==> src/hdl/exc_guard_map.svh <==
// Constants for the request checker and password guard
// Operation
// [RULE1] Good processable request gets normal response
// [RULE2] Missing or corrupt request gets no answer
// [RULE3] Unprocessable good request gets exception frame
// [RULE4] Frame: slave, function, code, two CRC bytes
// [RULE5] Exception function is request function plus 0x80
// [RULE6] Slave number lies within 1 to 247
// [RULE7] CRC16 appended over whole exception frame
// [RULE8] Code 0x01 for illegal function or state
// [RULE9] Code 0x02 for illegal data address
// [RULE10] Code 0x03 for illegal data value
// [RULE11] Code 0x04 for internal device failure
// [RULE12] Code 0x05 for long acknowledged processing
// [RULE13] Code 0x06 while busy; master retries later
// [RULE14] Code 0x07 when programming request impossible
// [RULE15] Codes 0x08, 0x0A, 0x0B for listed faults
// [RULE16] Register absent in old firmware gives 0x02
// [RULE17] Unprotected modification rejected and not executed
// [RULE18] Hardware lock always overrides password check; the code sees the pad two clocks after it moves
// [RULE19] Intrusive command needs matching profile password
// [RULE20] Non-intrusive commands need no password
// [RULE21] Reset passwords are repeated ASCII digits
// [RULE22] Password is four letters or digits only
// [RULE23] Change needs own or administrator password
// [RULE24] Count each exception and bad broadcast
// [RULE25] Exception code is one byte before CRC
`ifndef EXC_GUARD_MAP_SVH
`define EXC_GUARD_MAP_SVH
`define EXC_ILL_FUNC 8'h01
`define EXC_ILL_ADDR 8'h02
`define EXC_ILL_VALUE 8'h03
`define EXC_DEV_FAIL 8'h04
`define EXC_ACK 8'h05
`define EXC_BUSY 8'h06
`define EXC_NAK 8'h07
`define EXC_PARITY 8'h08
`define EXC_GW_PATH 8'h0A
`define EXC_GW_TARGET 8'h0B
`define EXC_FUNC_FLAG 8'h80
`define SLAVE_MIN 8'h01
`define SLAVE_MAX 8'hF7
`define CRC_INIT 16'hFFFF
`define CRC_POLY 16'hA001
`define PW_ADMIN 32'h30303030
`define PW_SERVICES 32'h31313131
`define PW_ENGINEER 32'h32323232
`define PW_OPERATOR 32'h33333333
`define PROF_ADMIN 2'h0
`define CNT_MAX 16'hFFFF
`endif

==> src/hdl/exc_guard_pkg.sv <==
// Types for the request checker and password guard
package exc_guard_pkg;
    typedef enum logic [1:0] {ST_IDLE, ST_SEND, ST_CRC_LO, ST_CRC_HI} tx_state_t;
    typedef enum logic [1:0] {VERDICT_NONE, VERDICT_NORMAL, VERDICT_EXC} verdict_t;
endpackage

==> src/hdl/modbus_exception_and_password_guard.sv <==
// Request verdict, exception framer, password guard and exception counter
`timescale 1ns/1ps
`include "exc_guard_map.svh"
module modbus_exception_and_password_guard
    import exc_guard_pkg::*;
(
    input wire logic CLK_I,
    input wire logic NRST_I,
    input wire logic REQ_VALID_I,
    input wire logic REQ_COMM_ERR_I,
    input wire logic REQ_BROADCAST_I,
    input wire logic [7:0] REQ_SLAVE_I,
    input wire logic [7:0] REQ_FUNC_I,
    input wire logic FLT_ILL_FUNC_I,
    input wire logic FLT_ILL_ADDR_I,
    input wire logic FLT_REG_ABSENT_I,
    input wire logic FLT_ILL_VALUE_I,
    input wire logic FLT_DEV_FAIL_I,
    input wire logic FLT_LONG_I,
    input wire logic FLT_BUSY_I,
    input wire logic FLT_PROG_I,
    input wire logic FLT_PARITY_I,
    input wire logic FLT_GW_PATH_I,
    input wire logic FLT_GW_TARGET_I,
    input wire logic CMD_VALID_I,
    input wire logic CMD_VIA_IFACE_I,
    input wire logic CMD_INTRUSIVE_I,
    input wire logic [3:0] CMD_PROFILES_I,
    input wire logic [31:0] CMD_PASSWORD_I,
    input wire logic HW_UNLOCKED_I,
    input wire logic PWC_VALID_I,
    input wire logic [1:0] PWC_PROFILE_I,
    input wire logic [31:0] PWC_AUTH_I,
    input wire logic [31:0] PWC_NEW_I,
    input wire logic CNT_CLEAR_I,
    input wire logic TX_READY_I,
    output logic NORMAL_RESP_O,
    output logic EXC_BUSY_O,
    output logic TX_VALID_O,
    output logic [7:0] TX_DATA_O,
    output logic TX_LAST_O,
    output logic CMD_EXEC_O,
    output logic CMD_REJECT_O,
    output logic PWC_DONE_O,
    output logic PWC_ERR_O,
    output logic [15:0] EXC_COUNT_O
);

    // ----------------------------------------
    // Password character check
    // ----------------------------------------
    function automatic logic char_ok(input logic [7:0] c);
        char_ok = (c >= 8'h30 && c <= 8'h39) || (c >= 8'h41 && c <= 8'h5A)
            || (c >= 8'h61 && c <= 8'h7A);
    endfunction

    // ----------------------------------------
    // Modbus CRC16 step, low bit first
    // ----------------------------------------
    function automatic logic [15:0] crc_byte(input logic [15:0] crc, input logic [7:0] d);
        logic [15:0] c;
        // Bit-serial loop; becomes eight xor stages in logic
        c = crc ^ {8'h00, d};
        for (int i = 0; i < 8; i++)
        begin
            c = c[0] ? ((c >> 1) ^ `CRC_POLY) : (c >> 1);
        end
        crc_byte = c;
    endfunction

    // ----------------------------------------
    // Request verdict
    // ----------------------------------------
    logic [7:0] exc_code;
    logic any_fault;
    logic slave_ok;
    logic req_take;
    logic tx_idle;

    always_comb
    begin
        exc_code = `EXC_ILL_FUNC;
        any_fault = 1'b1;
        // Priority: function first, then address, value, then parity, then device state, then gateway faults, with long processing last
        if (FLT_ILL_FUNC_I)
            exc_code = `EXC_ILL_FUNC; // [RULE8]
        else if (FLT_ILL_ADDR_I || FLT_REG_ABSENT_I)
            exc_code = `EXC_ILL_ADDR; // [RULE9] [RULE16]
        else if (FLT_ILL_VALUE_I)
            exc_code = `EXC_ILL_VALUE; // [RULE10]
        else if (FLT_PARITY_I)
            exc_code = `EXC_PARITY; // [RULE15]
        else if (FLT_DEV_FAIL_I)
            exc_code = `EXC_DEV_FAIL; // [RULE11]
        else if (FLT_BUSY_I)
            exc_code = `EXC_BUSY; // [RULE13]
        else if (FLT_PROG_I)
            exc_code = `EXC_NAK; // [RULE14]
        else if (FLT_GW_PATH_I)
            exc_code = `EXC_GW_PATH; // [RULE15]
        else if (FLT_GW_TARGET_I)
            exc_code = `EXC_GW_TARGET; // [RULE15]
        else if (FLT_LONG_I)
            exc_code = `EXC_ACK; // [RULE12]
        else
            any_fault = 1'b0;
    end

    assign slave_ok = (REQ_SLAVE_I >= `SLAVE_MIN) && (REQ_SLAVE_I <= `SLAVE_MAX); // [RULE6]
    // A request arriving while a frame is still going out is dropped
    assign req_take = REQ_VALID_I && tx_idle;

    verdict_t verdict;
    always_comb
    begin
        if (!req_take || REQ_COMM_ERR_I)
            verdict = VERDICT_NONE; // [RULE2]
        // Out-of-range slave numbers are not for us
        else if (REQ_BROADCAST_I || !slave_ok)
            verdict = VERDICT_NONE; // [RULE2]
        else if (any_fault)
            verdict = VERDICT_EXC; // [RULE3]
        else
            verdict = VERDICT_NORMAL; // [RULE1]
    end

    always_ff @(posedge CLK_I)
    begin
        if (!NRST_I)
            NORMAL_RESP_O <= 1'b0;
        else
            NORMAL_RESP_O <= (verdict == VERDICT_NORMAL); // [RULE1]
    end

    // ----------------------------------------
    // Exception framer
    // ----------------------------------------
    tx_state_t state_r;
    logic [1:0] idx_r;
    logic [7:0] fr_slave_r;
    logic [7:0] fr_func_r;
    logic [7:0] fr_code_r;
    logic [15:0] crc_r;
    logic [7:0] cur_byte;
    logic tx_fire;
    logic [15:0] crc_next;

    assign tx_idle = (state_r == ST_IDLE);
    assign tx_fire = TX_VALID_O && TX_READY_I;
    // One CRC step shared by the register and the low check byte
    assign crc_next = crc_byte(crc_r, cur_byte);

    always_comb
    begin
        unique case (idx_r)
            2'h0: cur_byte = fr_slave_r;
            2'h1: cur_byte = fr_func_r;
            default: cur_byte = fr_code_r; // [RULE25]
        endcase
    end

    always_ff @(posedge CLK_I)
    begin
        if (!NRST_I)
        begin
            state_r <= ST_IDLE;
            idx_r <= 2'h0;
            fr_slave_r <= 8'h00;
            fr_func_r <= 8'h00;
            fr_code_r <= 8'h00;
            crc_r <= `CRC_INIT;
        end
        else
        begin
            unique case (state_r)
                ST_IDLE:
                    if (verdict == VERDICT_EXC)
                    begin
                        fr_slave_r <= REQ_SLAVE_I; // [RULE4]
                        fr_func_r <= REQ_FUNC_I | `EXC_FUNC_FLAG; // [RULE5]
                        fr_code_r <= exc_code; // [RULE25]
                        idx_r <= 2'h0;
                        crc_r <= `CRC_INIT;
                        state_r <= ST_SEND;
                    end
                ST_SEND:
                    if (tx_fire)
                    begin
                        crc_r <= crc_next; // [RULE7]
                        idx_r <= idx_r + 2'h1;
                        if (idx_r == 2'h2)
                            state_r <= ST_CRC_LO;
                    end
                ST_CRC_LO:
                    if (tx_fire)
                        state_r <= ST_CRC_HI; // [RULE4]
                ST_CRC_HI:
                    if (tx_fire)
                        state_r <= ST_IDLE;
            endcase
        end
    end

    // ----------------------------------------
    // Framer outputs
    // ----------------------------------------
    // Data held in flops; valid is a state decode
    always_ff @(posedge CLK_I)
    begin
        if (!NRST_I)
            TX_DATA_O <= 8'h00;
        else if (state_r == ST_IDLE && verdict == VERDICT_EXC)
            TX_DATA_O <= REQ_SLAVE_I;
        else if (state_r == ST_SEND && tx_fire && idx_r == 2'h0)
            TX_DATA_O <= fr_func_r;
        else if (state_r == ST_SEND && tx_fire && idx_r == 2'h1)
            TX_DATA_O <= fr_code_r;
        else if (state_r == ST_SEND && tx_fire)
            TX_DATA_O <= crc_next[7:0]; // [RULE7]
        else if (state_r == ST_CRC_LO && tx_fire)
            TX_DATA_O <= crc_r[15:8];
    end

    assign TX_VALID_O = !tx_idle;
    assign TX_LAST_O = (state_r == ST_CRC_HI);
    assign EXC_BUSY_O = !tx_idle;

    // ----------------------------------------
    // Exception counter
    // ----------------------------------------
    logic bad_bcast;
    // Broadcasts get no frame, but a faulty one still counts
    assign bad_bcast = req_take && !REQ_COMM_ERR_I && REQ_BROADCAST_I && any_fault;

    always_ff @(posedge CLK_I)
    begin
        if (!NRST_I)
            EXC_COUNT_O <= 16'h0000;
        else if (CNT_CLEAR_I)
            EXC_COUNT_O <= 16'h0000;
        else if ((verdict == VERDICT_EXC) || bad_bcast)
        begin
            // Wraps to zero at the top value
            if (EXC_COUNT_O == `CNT_MAX)
                EXC_COUNT_O <= 16'h0000;
            else
                EXC_COUNT_O <= EXC_COUNT_O + 16'h0001; // [RULE24]
        end
    end

    // ----------------------------------------
    // Lock pad synchroniser
    // ----------------------------------------
    logic unlock_meta_r;
    logic unlock_sync_r;

    // Both stages reset locked, so nothing intrusive slips through after reset
    // Limitation: the pad takes effect two clocks after it moves
    always_ff @(posedge CLK_I)
    begin
        if (!NRST_I)
        begin
            unlock_meta_r <= 1'b0;
            unlock_sync_r <= 1'b0;
        end
        else
        begin
            unlock_meta_r <= HW_UNLOCKED_I;
            unlock_sync_r <= unlock_meta_r; // [RULE18]
        end
    end

    // ----------------------------------------
    // Password store and command guard
    // ----------------------------------------
    logic [31:0] pw_r [4];
    logic [3:0] pw_match;
    logic cmd_ok;
    logic new_ok;
    logic auth_ok;

    always_comb
    begin
        for (int p = 0; p < 4; p++)
            pw_match[p] = CMD_PROFILES_I[p] && (CMD_PASSWORD_I == pw_r[p]); // [RULE19]
    end

    always_comb
    begin
        if (!CMD_VIA_IFACE_I)
            cmd_ok = 1'b0; // [RULE17]
        else if (!CMD_INTRUSIVE_I)
            cmd_ok = 1'b1; // [RULE20]
        // Lock is checked before any password: hardware wins
        else if (!unlock_sync_r)
            cmd_ok = 1'b0; // [RULE18]
        else
            cmd_ok = |pw_match; // [RULE19]
    end

    always_ff @(posedge CLK_I)
    begin
        if (!NRST_I)
        begin
            CMD_EXEC_O <= 1'b0;
            CMD_REJECT_O <= 1'b0;
        end
        else
        begin
            CMD_EXEC_O <= CMD_VALID_I && cmd_ok;
            CMD_REJECT_O <= CMD_VALID_I && !cmd_ok; // [RULE17]
        end
    end

    // ----------------------------------------
    // Password change
    // ----------------------------------------
    // Administrator password opens any profile
    assign new_ok = char_ok(PWC_NEW_I[31:24]) && char_ok(PWC_NEW_I[23:16])
        && char_ok(PWC_NEW_I[15:8]) && char_ok(PWC_NEW_I[7:0]); // [RULE22]
    assign auth_ok = (PWC_AUTH_I == pw_r[PWC_PROFILE_I])
        || (PWC_AUTH_I == pw_r[`PROF_ADMIN]); // [RULE23]

    always_ff @(posedge CLK_I)
    begin
        if (!NRST_I)
        begin
            pw_r[0] <= `PW_ADMIN; // [RULE21]
            pw_r[1] <= `PW_SERVICES;
            pw_r[2] <= `PW_ENGINEER;
            pw_r[3] <= `PW_OPERATOR;
            PWC_DONE_O <= 1'b0;
            PWC_ERR_O <= 1'b0;
        end
        else
        begin
            PWC_DONE_O <= PWC_VALID_I && new_ok && auth_ok;
            PWC_ERR_O <= PWC_VALID_I && !(new_ok && auth_ok); // [RULE22]
            if (PWC_VALID_I && new_ok && auth_ok)
                pw_r[PWC_PROFILE_I] <= PWC_NEW_I; // [RULE23]
        end
    end

endmodule

==> config.mk <==
export PLATFORM = sky130hd
export DESIGN_NAME = modbus_exception_and_password_guard
export DESIGN_NICKNAME = d
export VERILOG_FILES = /design/src/hdl/exc_guard_pkg.sv /design/src/hdl/modbus_exception_and_password_guard.sv
export VERILOG_INCLUDE_DIRS = /design/src /design/src/hdl
export SDC_FILE = /design/constraint.sdc
export NUM_CORES = 1
export LEC_CHECK = 0
export BUFFER_PORTS_ARGS = -buffer_cell sky130_fd_sc_hd__buf_2
export CAP_MARGIN = 20
export CORE_UTILIZATION = 45
export CTS_CLUSTER_DIAMETER = 150
export DETAILED_ROUTE_END_ITERATION = 8
export GPL_TIMING_DRIVEN = 0
export PLACE_DENSITY = 0.72
export SYNTH_ARGS = -nofsm -noshare
export SYNTH_HDL_FRONTEND = slang
export SYNTH_SLANG_ARGS = --single-unit
==> constraint.sdc <==
create_clock -name CLK_I -period 6 [get_ports CLK_I]
set_input_delay 0.9 -clock CLK_I [delete_from_list [all_inputs] [get_ports CLK_I]]
set_output_delay 0.9 -clock CLK_I [all_outputs]
set_load 0.03 [all_outputs]
==> results of run 1 <==
## routing by layer
metal | vias to the layer above | global-route usage, % | wire length (um)
met5 | - | 0 | 0
met4 | 0 | 12.3 | 1410
met3 | 96 | 4.99 | 3860
met2 | 616 | 47.1 | 17300
met1 | 4543 | 42.4 | 16100
li1 | 4261 | - | -
## state kept, by name, indices dropped and copies added, names as in the netlist, 2 cells and up
signal / count
pw_r: 128
TX_DATA_O: 8
fr_slave_r: 8
fr_code_r: 4
state_r: 2
fr_func_r: 8
EXC_COUNT_O: 16
crc_r: 16
idx_r: 2
## how the worst max path moves through the flow
stage	end	depth (start not counted)
floorplan	pw_r[0][0]	10
global placement	pw_r[3][24]	10
detailed placement	pw_r[3][21]	10
CTS	pw_r[3][13]	10
global route	pw_r[0][27]	10
finish	pw_r[3][13]	10
## cell usage in the layout, fill, tap and decap left out, types with 4 or more instances in the layout
master	netlist	routed
nand2_1	75	75
nand3b_1	16	16
xor2_1	134	134
buf_2	10	180
and2_1	5	5
and3_1	66	66
o22ai_1	6	6
nor4_1	47	47
a21oi_1	37	37
nor3b_1	4	4
a31oi_1	5	5
nor2_1	54	54
or3_1	7	7
conb_1	1	16
nor2b_1	5	5
nand4_1	27	27
nor3_1	30	30
a22o_1	5	5
a41o_2	0	4
o21ai_0	21	21
dfxtp_1	71	71
a221oi_1	4	4
ha_1	8	8
xnor2_1	88	88
clkbuf_1	32	32
nand3_1	46	46
buf_4	8	8
clkbuf_16	0	17
edfxtp_1	128	128
a22oi_1	5	5
mux4_2	32	32
inv_6	0	4
inv_1	20	20
o41ai_1	4	4
## logic make-up after synthesis
group / after synthesis / synth area share, %
buffers and inverters: 73 / 2.94
AO/OA/AOI/OAI: 115 / 6.70
AND/OR/NAND/NOR: 393 / 18.5
other: 1 / 0.0333
adder cells (fa/ha/maj): 8 / 0.888
XOR/XNOR: 225 / 17.8
flip-flops: 199 / 46.7
multiplexers: 32 / 6.39
## layout make-up
cell class	count	area [um^2]
Tap cell	324	405
Fill cell	2111	11300
Clock buffer	17	425
Sequential cell	199	5270
Clock inverter	15	175
Timing Repair Buffer	170	851
Inverter	20	75.1
Multi-Input combinational cell	789	5740
Antenna cell	2	5.00
Buffer	53	256
## power by group through the flow
stage,logic (W),registers (W),clock network (W)
6_report,0.000648,0.00155,0.00119
5_1_grt,0.000690,0.00156,0.00124
4_1_cts,0.000638,0.00155,0.00119
2_1_floorplan,0.000372,0.00158,0
3_3_place_gp,0.000627,0.00158,0
3_5_place_dp,0.000635,0.00158,0
## worst max-delay path: stages
cell and delay [ps]:
buf_2 240, clkbuf_1 710, mux4_2 420, xnor2_1 270, nand4_1 160, nor4_1 420
a22oi_1 300, nor2_4 300, buf_4 210, a41o_2 830
## per-stage QoR
stage	worst slack, ps	std cells	cell area (um^2)
floorplan	1980	1061	11300
global placement	309	1554	12600
detailed placement	880	1554	12600
CTS	1360	1586	13200
global route	1150	1588	13200
finish	1250	1589	13200
==> qor.txt, run 1 <==
list of most frequent post-synthesis cells: xor2_1 (134), edfxtp_1 (128), xnor2_1 (88)
Post-Syn Area per Cell: 10.8 um^2
number of enable-type register cells in the synthesized netlist: 128
data required time at the worst endpoint: 6080 ps
Post CTS Setup Buffer Count: 0
first-pass GRT wire length: 56.9 mm
count of unique library cells instantiated by Yosys: 61
fraction of the yosys area taken by sequential cells: 46.7%
leading post-synthesis cells by cell area: edfxtp_1 (34%), dfxtp_1 (13%), xor2_1 (10%)
Worst Path Class, Setup: input pin to flop
most used standard cell by instance count after synthesis: xor2_1
post-CTS clock slew at the launch and capture registers of the worst setup and hold paths: 80 ps
vias in the first global route: 9025
leakage power: 4.85 nW
starting utilization of the core area: 46.1%
Warnings, synthesis: 0
kind of launch point of the worst setup path: input pin
Seq cells post-synth: 199
area growth from synthesis to layout: 17.1%
clock tree from TritonCTS: done
count of unresolved DRC violations after routing: 0
DP Wirelength: 29.6 mm
post-layout min period: 4750 ps
Hold Path Depth: 1
initial antenna violation count: 2
clock skew: 13.9 ps
Hold Path End: unlock_sync_r
nets: 1399
sw power: 0.00108 W
largest voltage drop on the vdd net: 205 uV
worst-path fanout max: 32
GPL Wtd Cong: 1.13
Maximum Capacitance Violations: 0
portion of synthesized cell area occupied by the leading cell type: 34.1%
number of top-level pins: 173
biggest area consumer among synthesized cells: edfxtp_1
TritonCTS Buffers: 17
Mapped Cells: 1046
share of final-layout standard cells stronger than drive strength 1: 20.7%
combinational cell fraction of total power: 19.1%
Syn Std Cell Area: 0.0113 mm^2
port buffer count: 169
flip-flop cell with the highest count after synthesis: edfxtp_1
Die Outline Area: 0.0257 mm^2
setup_tns: 0 ps
part of the total power dissipated in sequential elements: 45.8%
r2r setup slk: 2120 ps
average via count per standard cell: 5.99
post-cts repair resize count: 0
library cell used as clock root buffer: clkbuf_16
worst reg2reg path endpoint: pw_r[3][13]
placement row count: 57
GRT Residual Overflow: 0
setup repair after global routing missed its margin: false
Power Internal: 0.00231 W
overall die height: 160 um
power density over the cells: 257 mW/mm^2
worst hold slack after final layout: 449 ps
total number of vias: 9516
Clock power frac: 35.0%
class of the worst hold path: flop to flop
count of endpoints failing setup in the final report: 0
transition at the pin with the smallest max-transition slack: 1030 ps
startpoint of the worst hold path: unlock_meta_r
residual antenna-violating net count after detailed routing: 0
CP endpoint kind: flop
run status: finished clean
area of the core region: 0.0245 mm^2
r2r startpoint: pw_r[0][1]
power consumption: 0.00339 W
number of hold-slack violations in the final timing report: 0
Pins Over Slew Limit: 0
data arrival time of the critical path: 4820 ps
maximum clock rate: 211 MHz
maximum root-to-sink buffer count: 2
final standard cell utilization of the core: 53.9%
clock tree sinks: 199
portion of the clock cycle consumed by the worst path in the final layout: 79.1%
hold buffers post-CTS: 0
Initial DRT Pass Iterations: 6
share of flip-flops with an asynchronous set or reset after synthesis: 0%
overall routed net length: 38.6 mm
clock latency at the later pin of the worst-skew pair: 450 ps
GRT Util Overall: 30.4%
first element of the critical path: PWC_PROFILE_I[1]
DRT iter0 DRCs: 1046
pin count of the biggest net entering global routing: 33
sw frac: 31.9%
width of the chip: 160 um
H-tree level count: 4
average wire per cell in the routed design: 24.3 um
max_slew headroom: 31.1%
depth of the worst register-to-register path: 8
Power figures use the tool's default switching activity.
==> run 2: changes to the inputs <==
clock period = 4.4 ns   (was 6 ns; I/O delays follow)
==> qor.txt, run 2 (synthesized netlist as in run 1, its figures left out) <==
run status: complete, but fails checks
violations in the final reports: setup timing
overall routed net length: 38.6 mm (about the same)
Post-DP Area: 0.0126 mm^2 (unchanged)
residual antenna-violating net count after detailed routing: 0 (unchanged)
post-CTS clock slew at the launch and capture registers of the worst setup and hold paths: 80 ps (about the same)
worst hold slack after final layout: 416 ps (-33.0 ps)
initial antenna violation count: 2 (unchanged)
register containing the most flip-flops in the final layout: pw_r
Pins Over Slew Limit: 0 (unchanged)
data required time at the worst endpoint: 4480 ps (-1600 ps)
library cell used as clock root buffer: clkbuf_16
share of final-layout standard cells stronger than drive strength 1: 20.7% (unchanged)
starting utilization of the core area: 46.1% (unchanged)
H-tree level count: 4 (unchanged)
hold buffers post-CTS: 0 (unchanged)
clock skew: 13.9 ps (-0.0297 ps)
power density over the cells: 349 mW/mm^2 (+36%)
DP Wirelength: 29.6 mm (unchanged)
average via count per standard cell: 5.97 (-0.24%)
clock tree from TritonCTS: done
width of the chip: 160 um (unchanged)
GPL Wtd Cong: 1.13 (unchanged)
leakage power: 4.86 nW (about the same)
worst-path fanout max: 32 (unchanged)
placement row count: 57 (unchanged)
area growth from synthesis to layout: 17.1% (about the same)
number of top-level pins: 173 (unchanged)
kind of launch point of the worst setup path: input pin
clock latency at the later pin of the worst-skew pair: 450 ps (about the same)
r2r setup slk: 510 ps (-1610 ps)
flip-flop count of the largest register, all copies and words added: 128 (unchanged)
data arrival time of the critical path: 4590 ps (-230 ps)
TritonCTS Buffers: 17 (unchanged)
count of unresolved DRC violations after routing: 0 (unchanged)
overall die height: 160 um (unchanged)
CP endpoint kind: flop
area of the core region: 0.0245 mm^2 (unchanged)
Post CTS Setup Buffer Count: 0 (unchanged)
Die Outline Area: 0.0257 mm^2 (unchanged)
count of endpoints failing setup in the final report: 96 (+96)
maximum root-to-sink buffer count: 2 (unchanged)
post-layout min period: 4510 ps
setup repair after global routing missed its margin: true
GRT Util Overall: 30.4% (unchanged)
vias in the first global route: 9025 (unchanged)
largest voltage drop on the vdd net: 279 uV (+36%)
clock tree sinks: 199 (unchanged)
pin count of the biggest net entering global routing: 33 (unchanged)
Maximum Capacitance Violations: 0 (unchanged)
least setup slack across all paths after layout: -113 ps (-1370 ps)
total number of vias: 9493 (-0.24%)
Initial DRT Pass Iterations: 7 (+1)
first-pass GRT wire length: 56.9 mm (unchanged)
most frequent cells in the layout: buf_2 (180), xor2_1 (134), edfxtp_1 (128)
nets: 1399 (unchanged)
portion of the clock cycle consumed by the worst path in the final layout: 103%
maximum clock rate: 222 MHz
most common cell after layout, fill and taps aside: buf_2
GRT Residual Overflow: 0 (unchanged)
post-cts repair resize count: 1 (+1)
Worst Path Class, Setup: input pin to flop
registers with the most flip-flops: pw_r (128), EXC_COUNT_O (16), crc_r (16)
class of the worst hold path: input pin to flop
average wire per cell in the routed design: 24.3 um (about the same)
number of hold-slack violations in the final timing report: 0 (unchanged)
transition at the pin with the smallest max-transition slack: 1040 ps (+9.89 ps)
final standard cell area without fillers: 0.0132 mm^2 (about the same)
max_slew headroom: 30.4% (-0.66 points)
DRT iter0 DRCs: 1073 (+2.6%)
port buffer count: 169 (unchanged)
==> run 2: cell count changes in the layout (fill, tap and decap cells not counted) <==
| cell | previous run | this run |
|---|---|---|
| a41o_2 | 4 | 3 |
| a41o_4 | 0 | 1 |
==> run 2: through the flow <==
step	instances	total power, W	utilization (%)	setup TNS [ps]	setup WS, ps
3_3_place_gp	1554	0.00301	51.4	-128990	-1050
4_1_cts	1586	0.00460	53.9	0	12.5
6_report	1589	0.00461	54.0	-8230	-113
2_1_floorplan	1061	0.00267	-	0	622
3_5_place_dp	1554	0.00302	51.4	-57560	-480
5_1_grt	1588	0.00475	54.0	-19490	-217
==> run 2: final timing paths <==
kind,end,startpoint,cells past startpoint
setup / recovery,pw_r[0][25],PWC_PROFILE_I[1],10
hold / removal,unlock_meta_r,HW_UNLOCKED_I,2
setup reg to reg,pw_r[0][25],pw_r[0][19],8
hold reg to reg,unlock_sync_r,unlock_meta_r,1
==> run 2: cell type report <==
cell class	count	area, um^2
diodes	2	5.00
multi-input cells	789	5750
well taps	324	405
plain buffers	53	256
inverters	20	75.1
clock inverters	15	175
repair buffers	170	851
fillers	2110	11300
flip-flops and latches	199	5270
clock buffers	17	425
==> run 2: metal layers <==
| layer | vias up | track usage (%) | wire length, um |
|---|---|---|---|
| met2 | 605 | 47.1 | 17300 |
| met3 | 83 | 4.99 | 3920 |
| met1 | 4549 | 42.4 | 16000 |
| met4 | 0 | 12.3 | 1380 |
| li1 | 4256 | - | - |
| met5 | - | 0 | 0 |
==> run 2: critical path: stages <==
cell	delay, ps
buf_2	240
clkbuf_1	720
mux4_2	420
xnor2_1	280
nand4_1	160
nor4_1	420
a22oi_1	310
nor2_4	300
buf_4	220
a41o_2	820
==> run 2: where the power goes <==
part,internal [W],switching (W)
clock,0.000777,0.000839
sequential,0.00205,0.0000625
combinational,0.000314,0.000569
total,0.00314,0.00147
